$ cat src/rtl/ccu_pkg.sv
// Purpose: constants for the two-channel capture/compare unit
// Assumes: registers reached over a plain strobe port, 8-bit data
// Notes: offsets are register indexes on the local port
package ccu_pkg;
  localparam int unsigned ADDR_W = 4;
  localparam int unsigned DATA_W = 8;
  // register offsets
  localparam logic [3:0] OFF_CH1_CTRL = 4'h0;
  localparam logic [3:0] OFF_CH1_LOW = 4'h1;
  localparam logic [3:0] OFF_CH1_HIGH = 4'h2;
  localparam logic [3:0] OFF_CH2_CTRL = 4'h3;
  localparam logic [3:0] OFF_CH2_LOW = 4'h4;
  localparam logic [3:0] OFF_CH2_HIGH = 4'h5;
  localparam logic [3:0] OFF_FLAGS = 4'h6;
  localparam logic [3:0] OFF_ENABLES = 4'h7;
  // control field layout
  localparam int unsigned MODE_LSB = 0;
  localparam int unsigned DUTY_LSB = 4;
  localparam logic [7:0] CTRL_WMASK = 8'h3F;
  localparam logic [7:0] CTRL_RESET = 8'h00;
  localparam logic [7:0] BYTE_RESET = 8'h00;
  // mode codes
  localparam logic [3:0] MODE_OFF = 4'h0;
  localparam logic [3:0] MODE_CAP_FALL = 4'h4;
  localparam logic [3:0] MODE_CAP_RISE = 4'h5;
  localparam logic [3:0] MODE_CAP_RISE4 = 4'h6;
  localparam logic [3:0] MODE_CAP_RISE16 = 4'h7;
  localparam logic [3:0] MODE_CMP_SET = 4'h8;
  localparam logic [3:0] MODE_CMP_CLR = 4'h9;
  localparam logic [3:0] MODE_CMP_SOFT = 4'hA;
  localparam logic [3:0] MODE_CMP_TRIG = 4'hB;
  // capture prescaler terminal counts
  localparam logic [3:0] PRE_DIV4_LAST = 4'h3;
  localparam logic [3:0] PRE_DIV16_LAST = 4'hF;
endpackage
$ cat src/rtl/ccu_capture_compare_unit.sv
// Purpose: two capture/compare channels, identical but for the trigger effect, sharing a base timer
// Assumes: all inputs synchronous to i_clk; base timer lives outside
// Notes: pwm datapath is external; only its mode code and duty bits are held
//
// Operation
// - value is low and high byte registers
// - both channels identical except trigger effect
// - mode zero disables channel, resets state
// - modes four to seven select capture edges
// - modes eight, nine set/clear pin, flag
// - mode ten only sets flag on match
// - mode eleven flags, resets timer, channel two converts
// - modes 11xx pwm, duty bits exported
// - capture copies whole base timer value
// - capture sets flag, only software clears
// - newer capture silently overwrites older value
// - edges seen from pin level, any direction
// - mode change may flag spuriously
// - prescaler cleared when off or not capturing
// - direct prescaler switch keeps count
// - compare every cycle, act and flag together
// - pwm channels share period timer
// - control write zero forces output latch low
// - trigger resets timer without timer flag
`timescale 1ns/100ps
module ccu_capture_compare_unit #(
  parameter int unsigned TIMER_W = 16
) (
  input wire logic i_clk,
  input wire logic i_rst,
  input wire logic [3:0] i_addr,
  input wire logic [7:0] i_wdata,
  input wire logic i_wr,
  input wire logic i_rd,
  output logic [7:0] o_rdata,
  input wire logic [TIMER_W-1:0] i_base_timer,
  input wire logic i_ch1_pin,
  input wire logic i_ch2_pin,
  input wire logic i_adc_enabled,
  output logic o_ch1_out,
  output logic o_ch2_out,
  output logic o_timer_reset,
  output logic o_adc_start,
  output logic o_ch1_irq,
  output logic o_ch2_irq,
  output logic [9:0] o_ch1_duty,
  output logic [9:0] o_ch2_duty,
  output logic o_ch1_pwm,
  output logic o_ch2_pwm
);

  // --------------------------------------------------------------
  // state
  // --------------------------------------------------------------
  typedef struct packed {
    logic [7:0] ctrl;
    logic [7:0] low;
    logic [7:0] high;
    logic pin_prev;
    logic [3:0] pre_cnt;
    logic out_latch;
    logic was_equal;
    logic flag;
    logic ien;
  } ccu_chan_t;

  typedef struct packed {
    ccu_chan_t [1:0] ch;
    logic [7:0] rdata;
    logic timer_reset;
    logic adc_start;
    logic [1:0] irq;
    logic [1:0] pwm;
  } ccu_state_t;

  ccu_state_t state_reg;
  ccu_state_t state_next;

  function automatic logic is_capture(input logic [3:0] mode);
    is_capture = (mode[3:2] == 2'b01);
  endfunction

  function automatic logic is_compare(input logic [3:0] mode);
    is_compare = (mode[3:2] == 2'b10);
  endfunction

  logic [1:0] pins;
  assign pins = {i_ch2_pin, i_ch1_pin};

  // --------------------------------------------------------------
  // next state
  // --------------------------------------------------------------
  always_comb begin
    logic [3:0] mode;
    logic rise;
    logic fall;
    logic cap_evt;
    logic equal;
    logic match;
    logic [3:0] coff;
    logic [3:0] loff;
    logic [3:0] hoff;
    logic trig;
    logic conv;
    mode = '0;
    rise = 1'b0;
    fall = 1'b0;
    cap_evt = 1'b0;
    equal = 1'b0;
    match = 1'b0;
    coff = '0;
    loff = '0;
    hoff = '0;
    trig = 1'b0;
    conv = 1'b0;
    state_next = state_reg;
    for (int i = 0; i < 2; i++) begin
      coff = (i == 0) ? ccu_pkg::OFF_CH1_CTRL : ccu_pkg::OFF_CH2_CTRL;
      loff = (i == 0) ? ccu_pkg::OFF_CH1_LOW : ccu_pkg::OFF_CH2_LOW;
      hoff = (i == 0) ? ccu_pkg::OFF_CH1_HIGH : ccu_pkg::OFF_CH2_HIGH;
      mode = state_reg.ch[i].ctrl[ccu_pkg::MODE_LSB +: 4];
      // edges from the pin level whatever its direction
      rise = pins[i] & ~state_reg.ch[i].pin_prev;
      fall = ~pins[i] & state_reg.ch[i].pin_prev;
      state_next.ch[i].pin_prev = pins[i];
      cap_evt = 1'b0;
      unique case (mode)
        ccu_pkg::MODE_CAP_FALL: cap_evt = fall;
        ccu_pkg::MODE_CAP_RISE: cap_evt = rise;
        ccu_pkg::MODE_CAP_RISE4: begin
          cap_evt = rise & (state_reg.ch[i].pre_cnt[1:0] == ccu_pkg::PRE_DIV4_LAST[1:0]);
        end
        ccu_pkg::MODE_CAP_RISE16: begin
          cap_evt = rise & (state_reg.ch[i].pre_cnt == ccu_pkg::PRE_DIV16_LAST);
        end
        default: cap_evt = 1'b0;
      endcase
      // the counter keeps running across a direct prescaler switch
      if (!is_capture(mode)) begin
        state_next.ch[i].pre_cnt = '0;
      end else if (rise) begin
        state_next.ch[i].pre_cnt = state_reg.ch[i].pre_cnt + 4'h1;
      end
      if (cap_evt) begin
        // overwrite with no lockout
        state_next.ch[i].high = i_base_timer[15:8];
        state_next.ch[i].low = i_base_timer[7:0];
      end
      // compare: a held equality fires only once
      equal = ({state_reg.ch[i].high, state_reg.ch[i].low} == i_base_timer[15:0]);
      state_next.ch[i].was_equal = equal & is_compare(mode);
      match = equal & is_compare(mode) & ~state_reg.ch[i].was_equal;
      if (match && mode == ccu_pkg::MODE_CMP_SET) begin
        state_next.ch[i].out_latch = 1'b1;
      end
      if (match && mode == ccu_pkg::MODE_CMP_CLR) begin
        state_next.ch[i].out_latch = 1'b0;
      end
      if (match && mode == ccu_pkg::MODE_CMP_TRIG) begin
        trig = 1'b1;
        if (i == 1) begin
          conv = i_adc_enabled;
        end
      end
      // register writes
      if (i_wr && i_addr == coff) begin
        state_next.ch[i].ctrl = i_wdata & ccu_pkg::CTRL_WMASK;
        if (i_wdata[3:0] == ccu_pkg::MODE_OFF) begin
          state_next.ch[i].out_latch = 1'b0;
          state_next.ch[i].pre_cnt = '0;
          state_next.ch[i].was_equal = 1'b0;
        end
      end
      // in pwm mode the high byte belongs to the pwm datapath
      if (i_wr && i_addr == loff) begin
        state_next.ch[i].low = i_wdata;
      end
      if (i_wr && i_addr == hoff && mode[3:2] != 2'b11) begin
        state_next.ch[i].high = i_wdata;
      end
      if (i_wr && i_addr == ccu_pkg::OFF_ENABLES) begin
        state_next.ch[i].ien = i_wdata[i];
      end
      // a set in the clearing cycle wins; mode changes may flag
      if (i_wr && i_addr == ccu_pkg::OFF_FLAGS && !i_wdata[i]) begin
        state_next.ch[i].flag = 1'b0;
      end
      if (cap_evt || match) begin
        state_next.ch[i].flag = 1'b1;
      end
      state_next.irq[i] = state_next.ch[i].flag & state_next.ch[i].ien;
      // registered so the pwm indication leaves straight from a flop
      state_next.pwm[i] = (state_next.ch[i].ctrl[3:2] == 2'b11);
    end
    state_next.timer_reset = trig;
    state_next.adc_start = conv;
    // read data in the cycle after the strobe
    state_next.rdata = '0;
    if (i_rd) begin
      unique case (i_addr)
        ccu_pkg::OFF_CH1_CTRL: state_next.rdata = state_reg.ch[0].ctrl;
        ccu_pkg::OFF_CH1_LOW: state_next.rdata = state_reg.ch[0].low;
        ccu_pkg::OFF_CH1_HIGH: state_next.rdata = state_reg.ch[0].high;
        ccu_pkg::OFF_CH2_CTRL: state_next.rdata = state_reg.ch[1].ctrl;
        ccu_pkg::OFF_CH2_LOW: state_next.rdata = state_reg.ch[1].low;
        ccu_pkg::OFF_CH2_HIGH: state_next.rdata = state_reg.ch[1].high;
        ccu_pkg::OFF_FLAGS: state_next.rdata = {6'h00, state_reg.ch[1].flag, state_reg.ch[0].flag};
        ccu_pkg::OFF_ENABLES: state_next.rdata = {6'h00, state_reg.ch[1].ien, state_reg.ch[0].ien};
        default: state_next.rdata = 8'h00;
      endcase
    end
  end

  // --------------------------------------------------------------
  // registers
  // --------------------------------------------------------------
  always_ff @(posedge i_clk) begin
    if (i_rst) begin
      state_reg <= '0;
    end else begin
      state_reg <= state_next;
    end
  end

  assign o_rdata = state_reg.rdata;
  assign o_ch1_out = state_reg.ch[0].out_latch;
  assign o_ch2_out = state_reg.ch[1].out_latch;
  assign o_timer_reset = state_reg.timer_reset;
  assign o_adc_start = state_reg.adc_start;
  assign o_ch1_irq = state_reg.irq[0];
  assign o_ch2_irq = state_reg.irq[1];
  // the shared period timer lives outside
  assign o_ch1_duty = {state_reg.ch[0].low, state_reg.ch[0].ctrl[ccu_pkg::DUTY_LSB +: 2]};
  assign o_ch2_duty = {state_reg.ch[1].low, state_reg.ch[1].ctrl[ccu_pkg::DUTY_LSB +: 2]};
  assign o_ch1_pwm = state_reg.pwm[0];
  assign o_ch2_pwm = state_reg.pwm[1];

  // --------------------------------------------------------------
  // checks
  // --------------------------------------------------------------
  property p_capture_copy;
    @(posedge i_clk) disable iff (i_rst)
    (state_reg.ch[0].ctrl[3:0] == ccu_pkg::MODE_CAP_RISE && i_ch1_pin
      && !state_reg.ch[0].pin_prev && !(i_wr && i_addr inside {4'h0, 4'h1, 4'h2}))
    |=> ({state_reg.ch[0].high, state_reg.ch[0].low} == $past(i_base_timer)) && state_reg.ch[0].flag;
  endproperty
  a_capture_copy: assert property (p_capture_copy) else $error("capture did not copy timer");

  property p_prescale_clear;
    @(posedge i_clk) disable iff (i_rst)
    !is_capture(state_reg.ch[1].ctrl[3:0]) |=> state_reg.ch[1].pre_cnt == 4'h0;
  endproperty
  a_prescale_clear: assert property (p_prescale_clear) else $error("prescaler not cleared");

  property p_off_low;
    @(posedge i_clk) disable iff (i_rst)
    (i_wr && i_addr == ccu_pkg::OFF_CH1_CTRL && i_wdata == 8'h00) |=> !state_reg.ch[0].out_latch;
  endproperty
  a_off_low: assert property (p_off_low) else $error("output latch not forced low");

  property p_set_on_match;
    @(posedge i_clk) disable iff (i_rst)
    (state_reg.ch[0].ctrl[3:0] == ccu_pkg::MODE_CMP_SET && !state_reg.ch[0].was_equal
      && {state_reg.ch[0].high, state_reg.ch[0].low} == i_base_timer && !i_wr)
    |=> state_reg.ch[0].out_latch && state_reg.ch[0].flag ##1 o_ch1_out;
  endproperty
  a_set_on_match: assert property (p_set_on_match) else $error("compare set failed");

  property p_trigger;
    @(posedge i_clk) disable iff (i_rst)
    o_timer_reset |-> $past(state_reg.ch[0].ctrl[3:0] == ccu_pkg::MODE_CMP_TRIG
      || state_reg.ch[1].ctrl[3:0] == ccu_pkg::MODE_CMP_TRIG);
  endproperty
  a_trigger: assert property (p_trigger) else $error("trigger without trigger mode");

  property p_adc_only_ch2;
    @(posedge i_clk) disable iff (i_rst)
    o_adc_start |-> o_timer_reset && $past(state_reg.ch[1].ctrl[3:0]) == ccu_pkg::MODE_CMP_TRIG;
  endproperty
  a_adc_only_ch2: assert property (p_adc_only_ch2) else $error("conversion from wrong channel");

  property p_flag_sticky;
    @(posedge i_clk) disable iff (i_rst)
    state_reg.ch[0].flag && !(i_wr && i_addr == ccu_pkg::OFF_FLAGS) |=> state_reg.ch[0].flag;
  endproperty
  a_flag_sticky: assert property (p_flag_sticky) else $error("flag cleared by hardware");

  property p_once;
    @(posedge i_clk) disable iff (i_rst)
    state_reg.ch[1].was_equal && is_compare(state_reg.ch[1].ctrl[3:0])
      && state_reg.ch[1].ctrl[3:0] == ccu_pkg::MODE_CMP_TRIG |=> !o_timer_reset || $past(state_reg.ch[0].ctrl[3:0] == ccu_pkg::MODE_CMP_TRIG);
  endproperty
  a_once: assert property (p_once) else $error("match fired twice");

  property p_clr_on_match;
    @(posedge i_clk) disable iff (i_rst)
    (state_reg.ch[1].ctrl[3:0] == ccu_pkg::MODE_CMP_CLR && !state_reg.ch[1].was_equal
      && {state_reg.ch[1].high, state_reg.ch[1].low} == i_base_timer && !i_wr)
    |=> !state_reg.ch[1].out_latch && state_reg.ch[1].flag;
  endproperty
  a_clr_on_match: assert property (p_clr_on_match) else $error("compare clear failed");

  property p_soft_keep;
    @(posedge i_clk) disable iff (i_rst)
    (state_reg.ch[0].ctrl[3:0] == ccu_pkg::MODE_CMP_SOFT && !i_wr)
    |=> $stable(state_reg.ch[0].out_latch);
  endproperty
  a_soft_keep: assert property (p_soft_keep) else $error("soft mode moved the pin");

  property p_soft_flag;
    @(posedge i_clk) disable iff (i_rst)
    (state_reg.ch[1].ctrl[3:0] == ccu_pkg::MODE_CMP_SOFT && !state_reg.ch[1].was_equal
      && {state_reg.ch[1].high, state_reg.ch[1].low} == i_base_timer)
    |=> state_reg.ch[1].flag;
  endproperty
  a_soft_flag: assert property (p_soft_flag) else $error("soft match did not flag");

  property p_adc_start;
    @(posedge i_clk) disable iff (i_rst)
    (state_reg.ch[1].ctrl[3:0] == ccu_pkg::MODE_CMP_TRIG && !state_reg.ch[1].was_equal
      && {state_reg.ch[1].high, state_reg.ch[1].low} == i_base_timer && i_adc_enabled && !i_wr)
    |=> o_adc_start && o_timer_reset;
  endproperty
  a_adc_start: assert property (p_adc_start) else $error("trigger did not start conversion");

  property p_trig_keep;
    @(posedge i_clk) disable iff (i_rst)
    (state_reg.ch[1].ctrl[3:0] == ccu_pkg::MODE_CMP_TRIG && !i_wr)
    |=> $stable(state_reg.ch[1].out_latch);
  endproperty
  a_trig_keep: assert property (p_trig_keep) else $error("trigger mode moved the pin");

  property p_fall_capture;
    @(posedge i_clk) disable iff (i_rst)
    (state_reg.ch[1].ctrl[3:0] == ccu_pkg::MODE_CAP_FALL && !i_ch2_pin
      && state_reg.ch[1].pin_prev && !(i_wr && i_addr inside {4'h3, 4'h4, 4'h5}))
    |=> ({state_reg.ch[1].high, state_reg.ch[1].low} == $past(i_base_timer)) && state_reg.ch[1].flag;
  endproperty
  a_fall_capture: assert property (p_fall_capture) else $error("falling capture missed");

  property p_rdata_idle;
    @(posedge i_clk) disable iff (i_rst)
    !i_rd |=> o_rdata == 8'h00;
  endproperty
  a_rdata_idle: assert property (p_rdata_idle) else $error("read data without a read");

  property p_high_locked;
    @(posedge i_clk) disable iff (i_rst)
    (state_reg.ch[0].ctrl[3:2] == 2'b11 && i_wr && i_addr == ccu_pkg::OFF_CH1_HIGH)
    |=> $stable(state_reg.ch[0].high);
  endproperty
  a_high_locked: assert property (p_high_locked) else $error("high byte written in pwm");

  property p_ch2_off;
    @(posedge i_clk) disable iff (i_rst)
    (i_wr && i_addr == ccu_pkg::OFF_CH2_CTRL && i_wdata[3:0] == ccu_pkg::MODE_OFF)
    |=> state_reg.ch[1].pre_cnt == 4'h0 && !state_reg.ch[1].was_equal && !o_ch2_out;
  endproperty
  a_ch2_off: assert property (p_ch2_off) else $error("channel off left state");

  property p_irq_level;
    @(posedge i_clk) disable iff (i_rst)
    o_ch2_irq == (state_reg.ch[1].flag && state_reg.ch[1].ien);
  endproperty
  a_irq_level: assert property (p_irq_level) else $error("request does not follow flag");

  property p_prescale_hold;
    @(posedge i_clk) disable iff (i_rst)
    (is_capture(state_reg.ch[0].ctrl[3:0]) && !(i_ch1_pin && !state_reg.ch[0].pin_prev)
      && !(i_wr && i_addr == ccu_pkg::OFF_CH1_CTRL))
    |=> $stable(state_reg.ch[0].pre_cnt);
  endproperty
  a_prescale_hold: assert property (p_prescale_hold) else $error("prescaler moved");

  property p_prescale_clear0;
    @(posedge i_clk) disable iff (i_rst)
    !is_capture(state_reg.ch[0].ctrl[3:0]) |=> state_reg.ch[0].pre_cnt == 4'h0;
  endproperty
  a_prescale_clear0: assert property (p_prescale_clear0) else $error("prescaler kept");

endmodule

$ cat config.mk
export PLATFORM = sky130hd
export DESIGN_NAME = ccu_capture_compare_unit
export DESIGN_NICKNAME = d
export VERILOG_FILES = /design/src/rtl/ccu_pkg.sv /design/src/rtl/ccu_capture_compare_unit.sv
export SDC_FILE = /design/constraint.sdc
export NUM_CORES = 1
export LEC_CHECK = 0
export ABC_AREA = 1
export BUFFER_PORTS_ARGS = -buffer_cell sky130_fd_sc_hd__buf_2
export CAP_MARGIN = 20
export CORE_MARGIN = 2
export CORE_UTILIZATION = 58
export DETAILED_ROUTE_END_ITERATION = 8
export PLACE_DENSITY = 0.81
export SLEW_MARGIN = 25
export SYNTH_ARGS = -nofsm -noshare
export SYNTH_HDL_FRONTEND = slang
export SYNTH_SLANG_ARGS = --single-unit
$ cat constraint.sdc
create_clock -name i_clk -period 1.72 [get_ports i_clk]
set_input_delay 0.516 -clock i_clk [delete_from_list [all_inputs] [get_ports i_clk]]
set_output_delay 0.516 -clock i_clk [all_outputs]
set_load 0.05 [all_outputs]
==> results.toml, run 1 <==
[timing]
setup_viol = 0
slew_viol_final = 0
clock.fmax_ghz = 0.5978
layout_min_cycle_time_ps = 1673
skew_ps = 16.59
worstMarginPinSlew_ps = 389.9
rsz0062_at_grt = "false"
final_hold_viol_count = 0
slew_headroom = 0.7377
fin_crit_sh = 0.9726

[routing]
drt-total-wl_microns = 15270
ant_nets = 0
drt-pass1-iter-count = 6
route.detailed.drc = 0
num_vias = 5295
post_drt_via_cell_ratio = 5.545
post_drt_wl_per_cell_microns = 15.99
first_iter_violations = 444

[global_routing]
grt_use_total = 0.3555
antenna_found_initial = 0
grt_max_degree = 33
grt_overflow = 0
grt_pass1_vias = 4757
grt_pass1_wl_microns = 23870

[critical_path]
crit_required_ps = 1200
critPathBufInv = 1
crit_type = "reg2out"
start_kind = "flip-flop"
worstPathCellList = "buf_2"
critPathSlowestCell = "dfxtp_1"
arrival_ps = 1160
critPathMaxFanout = 6
cpLargestDelayFamily = "flip-flops"
critical_path.max_stage_delay_ps = 480
end_kind = "output pin"

[clock_network]
clk_pin_slew_ps = 90
clockBufferDepth = 2
clockRootBuffer = "clkbuf_8"
clock_latency_ps = 370
cts_htree_levels = 3
cts.sinks = 76
cts_tree = "done"
cts_made_buffers = 9

[power]
cellPowerDensity_nw_per_um2 = 680.5
ir_worst_vdd_uv = 483.9
p_leak_nw = 2.812

[synthesis]
synthXorXnorAreaFrac = 0.02231
synthAdderAreaFrac = 0.005312
synth-compound-area-share = 0.1487
synth_edf_count = 0
synth_cell_type_count = 35
ys_top_cells_by_count = "nand2_1 (210), inv_1 (93), nor2_1 (93), dfxtp_1 (76), a21oi_1 (54)"
synth_seq_cells = 76
synth_area_sq_um = 4711
synthSimpleGateAreaFrac = 0.3466
async_flop_share = 0
synth.most_common_cell = "nand2_1"
yosys.area.top_type = "dfxtp_1"
netlist.area_leader.share = 0.3230
synth_fp_nets = 790
syn_avg_cell_area_sq_um = 6.256
synth_top_family_by_area = "simple AND/OR/NAND/NOR gates"
ys_top_cells_by_area = "dfxtp_1 (32%), nand2_1 (17%), inv_1 (7.4%), nor2_1 (7.4%), a21oi_1 (5.7%)"
ys.flop_type = "dfxtp_1"
muxShareOfSynthArea = 0
synth_cells = 753
ys_seq_area_frac = 0.3230
yosys_warnings = 0

[floorplanning]
die_w_microns = 94.12
die_h_microns = 94.12
die_area_sq_um = 8859
initial_core_util = 0.6034
rows = 32
design.core.area_sq_um = 7807
ios = 71

[layout]
areaGrowthSynthToFinish_pct = 19.12
design_area_sq_um = 5612
instances_no_fill = 955
multi_input_area_sq_um = 2489
layout.nets = 885
layout-drive-gt1-share = 0.2122
regArea_sq_um = 1525
nFillCells = 696
diodes = 0
largest_register_ffs = 40

[place]
dp_hpwl_microns = 11910
dpl.cell_count = 939
io_buffers = 70
gp_congestion = 0.9873
placed_area_sq_um = 5388

[status]
status = "finished, final reports clean"

[min_path]
hold_path_class = "in2reg"

[job]
maxCapViolations = 0
==> what timing repair did <==
item / 4_1_cts / 5_1_grt
hold buffers: 0 / 0
endpoints found under the setup margin: 15 / 34
buffers inserted: 0 / 0
hold endpoints to repair: 0 / 0
gates resized for setup: 3 / 9
==> stage by stage <==
step	setup slack, ps	util	TNS [ps]	hold slack [ps]	total power, mW
after CTS	35.37	0.7157	0	368.4	3.800
after floorplan	213.5	-	0	466.4	2.175
after detailed placement	-134.9	0.6901	-2007	481.4	2.423
after global placement	-55.63	0.6901	-233.8	454.0	2.410
after global routing	10.08	0.7188	0	383.3	3.951
final	47.21	0.7188	0	374.0	3.819
==> cells by family after synthesis <==
| kind of cell | Yosys count |
|---|---|
| adders and majority gates | 2 |
| AOI/OAI and AO/OA | 129 |
| DFF | 76 |
| and+or+nand+nor | 386 |
| buffers and inverters | 148 |
| xor gates and xnor gates | 12 |
==> per-layer routing <==
| metal | vias to the layer above | global-route usage | share of wire |
|---|---|---|---|
| met4 | 0 | 0.1473 | 0.031 |
| met5 | - | 0 | 0 |
| met3 | 49 | 0.06180 | 0.090 |
| met1 | 2421 | 0.4751 | 0.42 |
| met2 | 263 | 0.5661 | 0.45 |
| li1 | 2562 | - | - |
==> final cells by class <==
type	count	share of cell area
multi-input cells	529	0.4435
repair buffers	134	0.1619
flip-flops and latches	76	0.2718
inverters	98	0.06577
well taps	102	0.02274
clock buffers	11	0.02341
clock inverters	5	0.01093
==> final timing paths <==
| kind | start | endpoint | slack [ps] | depth (start not counted) |
|---|---|---|---|---|
| max | o_ch1_duty[8] | o_ch1_duty[8] | 50 | 1 |
| min | i_adc_enabled | o_adc_start | 370 | 3 |
| max reg2reg | state_reg[51] | state_reg[62] | 160 | 9 |
| min reg2reg | o_ch2_out | o_ch2_out | 500 | 2 |
==> power by group <==
part | leakage, nW | switching [mW] | total [mW] | internal, mW
clock | 0.0979 | 0.736 | 1.42 | 0.681
combinational | 2.10 | 0.374 | 0.595 | 0.221
sequential | 0.616 | 0.0227 | 1.81 | 1.78
==> cell usage in the layout, fill, tap and decap left out, types with 4 or more instances in the layout <==
cell type,netlist,final
nand2_1,210,206
inv_1,93,93
nor2_1,93,92
dfxtp_1,76,73
buf_2,9,69
buf_4,30,58
a21oi_1,54,54
nand3_1,43,43
o21ai_1,29,27
o21ai_0,22,22
o22ai_1,19,19
nand4_1,9,9
clkbuf_8,0,9
nor3_1,8,8
xnor2_1,8,8
buf_12,0,6
nor2_2,4,5
nand2_2,2,5
xor2_1,4,4
nor4_1,4,4
o21ai_2,2,4
nand2_4,3,4
No activity file was read; power rests on OpenSTA's default activity.
==> inputs of run 2 (changes only) <==
Settings changed: BUFFER_PORTS_ARGS -buffer_cell sky130_fd_sc_hd__buf_2 to -buffer_cell sky130_fd_sc_hd__buf_4.
==> results.toml, run 2 (synthesis results as in run 1) <==
[floorplanning]
die_h_microns = 94.12
rows = 32
initial_core_util = 0.6034
die_area_sq_um = 8859
ios = 71
design.core.area_sq_um = 7807
die_w_microns = 94.12

[critical_path]
worstPathCellList = "inv_1 -> nand2_1 -> nand2_1 -> inv_1 -> nand2_1 -> nor2_1 -> nand3_1 -> nor2_1 -> nand2_1 -> a21oi_1"
startpoint = "o_ch1_duty[7]"
arrival_ps = 1900
crit_required_ps = 2000
cpMostUsedCell = "nand2_1"
crit_type = "reg2reg"
start_kind = "flip-flop"
critPathSlowestCell = "dfxtp_1"
crit_cells = 10
rr_worst_depth = 10
cp-endpoint = "o_ch1_irq"
critical_path.max_stage_delay_ps = 450
critPathMaxFanout = 4
critPathBufInv = 2
end_kind = "flip-flop"
reg2reg_slack_ps = 100
rr_startpoint = "o_ch1_duty[7]"
r2r_end = "o_ch1_irq"
cpLargestDelayFamily = "simple AND/OR/NAND/NOR gates"

[timing]
slew_viol_final = 0
final_hold_viol_count = 0
setup_ws_ps = 99.41
slew_headroom = 0.7152
clock.fmax_ghz = 0.6171
holdWs_ps = 390.1
finalSetupTns_ps = 0
layout_min_cycle_time_ps = 1621
worstMarginPinSlew_ps = 423.4
setup_viol = 0
rsz0062_at_grt = "false"
skew_ps = 14.75
fin_crit_sh = 0.9422

[layout]
diodes = 0
final_common_cell = "nand2_1"
layout.nets = 861
layout-drive-gt1-share = 0.1930
nFillCells = 656
areaGrowthSynthToFinish_pct = 18.91
post-route-util = 0.7175
instances_no_fill = 931
largest_register_ffs = 40
layout_common_cells = "nand2_1 (206), buf_4 (105), inv_1 (93), nor2_1 (93), dfxtp_1 (70)"
design_area_sq_um = 5602

[global_routing]
grt_pass1_wl_microns = 24220
grt_pass1_vias = 4822
grt_util_met2 = 0.5798
globalRoute.busiestLayer = "met2"
grt_max_degree = 33
grtUsageMet3 = 0.06822
grt_util_met1 = 0.4793
grt_use_total = 0.3614
antenna_found_initial = 0
grt_overflow = 0

[routing]
drt-pass1-iter-count = 6
post_drt_via_cell_ratio = 5.581
route.detailed.drc = 0
first_iter_violations = 510
drt-total-wl_microns = 15600
ant_nets = 0
post_drt_wl_per_cell_microns = 16.75
num_vias = 5196

[power]
sw_frac_of_total = 0.2942
switching_power_mw = 1.133
p_comb_frac = 0.152
ir_worst_vdd_uv = 483.2
internal_power_mw = 2.718
p_total_mw = 3.851
power_frac_seq = 0.470
cellPowerDensity_nw_per_um2 = 687.5
clkPwrFrac = 0.378
p_leak_nw = 2.705

[place]
io_buffers = 70
place_ws_ps = -112.4
dp_hpwl_microns = 12310
placed_area_sq_um = 5370
gp_congestion = 1.013
dpl.cell_count = 915

[clock_network]
clockBufferDepth = 2
clk_pin_slew_ps = 90
cts.sinks = 76
cts_made_buffers = 9
cts_setup_buffers = 0
clockRootBuffer = "clkbuf_8"
cts_hold_buf = 0
clock_latency_ps = 360
cts_htree_levels = 3
cts_tree = "done"

[job]
maxCapViolations = 0

[status]
status = "finished, final reports clean"

[min_path]
hp-start = "i_adc_enabled"
hold_path_class = "in2reg"
-- run 2: changes by cell type in the layout (fill, tap and decap cells not counted), sizes merged --
cell      previous run  this run
clkinvlp             0         2
clkbuf              12        11
buf                133       110
clkinv               5         3
-- run 2: repair_timing --
action | 4_1_cts | 5_1_grt
setup endpoints to repair | 2 | 36
pin swaps | 0 | 1
resized for setup | 2 | 11
-- run 2: area by class of cell --
class                   instances  area (sq um)  area share
clock buffers                  11         141.4     0.02524
repair buffers                110         888.4      0.1586
well taps                     102         127.6     0.02278
inverters                      98         369.1     0.06589
clock inverters                 5         58.81     0.01050
multi-input cells             529          2487      0.4440
flip-flops and latches         76          1529      0.2730
-- run 2: worst min-delay path by stage --
stage / slack (ps) / cells past startpoint / endpoint
floorplan: 470 / 2 / state_reg[19]
global placement: 450 / 2 / o_ch1_out
detailed placement: 480 / 2 / o_ch2_out
CTS: 390 / 3 / o_adc_start
global route: 400 / 3 / o_adc_start
finish: 390 / 3 / o_adc_start
-- run 2: worst min-delay path: cells and delay by family --
kind,cells,cell delay (ps)
AND/OR/NAND/NOR,1,40
buffers and inverters,2,150
-- run 2: layer usage --
layer / part of all wire / vias to the layer above
met5: 0 / -
met4: 0.031 / 0
met3: 0.089 / 42
met2: 0.46 / 304
met1: 0.42 / 2337
li1: - / 2513
-- run 2: power by group through the flow --
stage / Combinational (mW) / Sequential, mW / Clock (mW)
floorplan: 0.334 / 1.84 / 0
global placement: 0.556 / 1.85 / 0
detailed placement: 0.567 / 1.85 / 0
CTS: 0.570 / 1.81 / 1.45
global route: 0.638 / 1.81 / 1.50
finish: 0.585 / 1.81 / 1.46
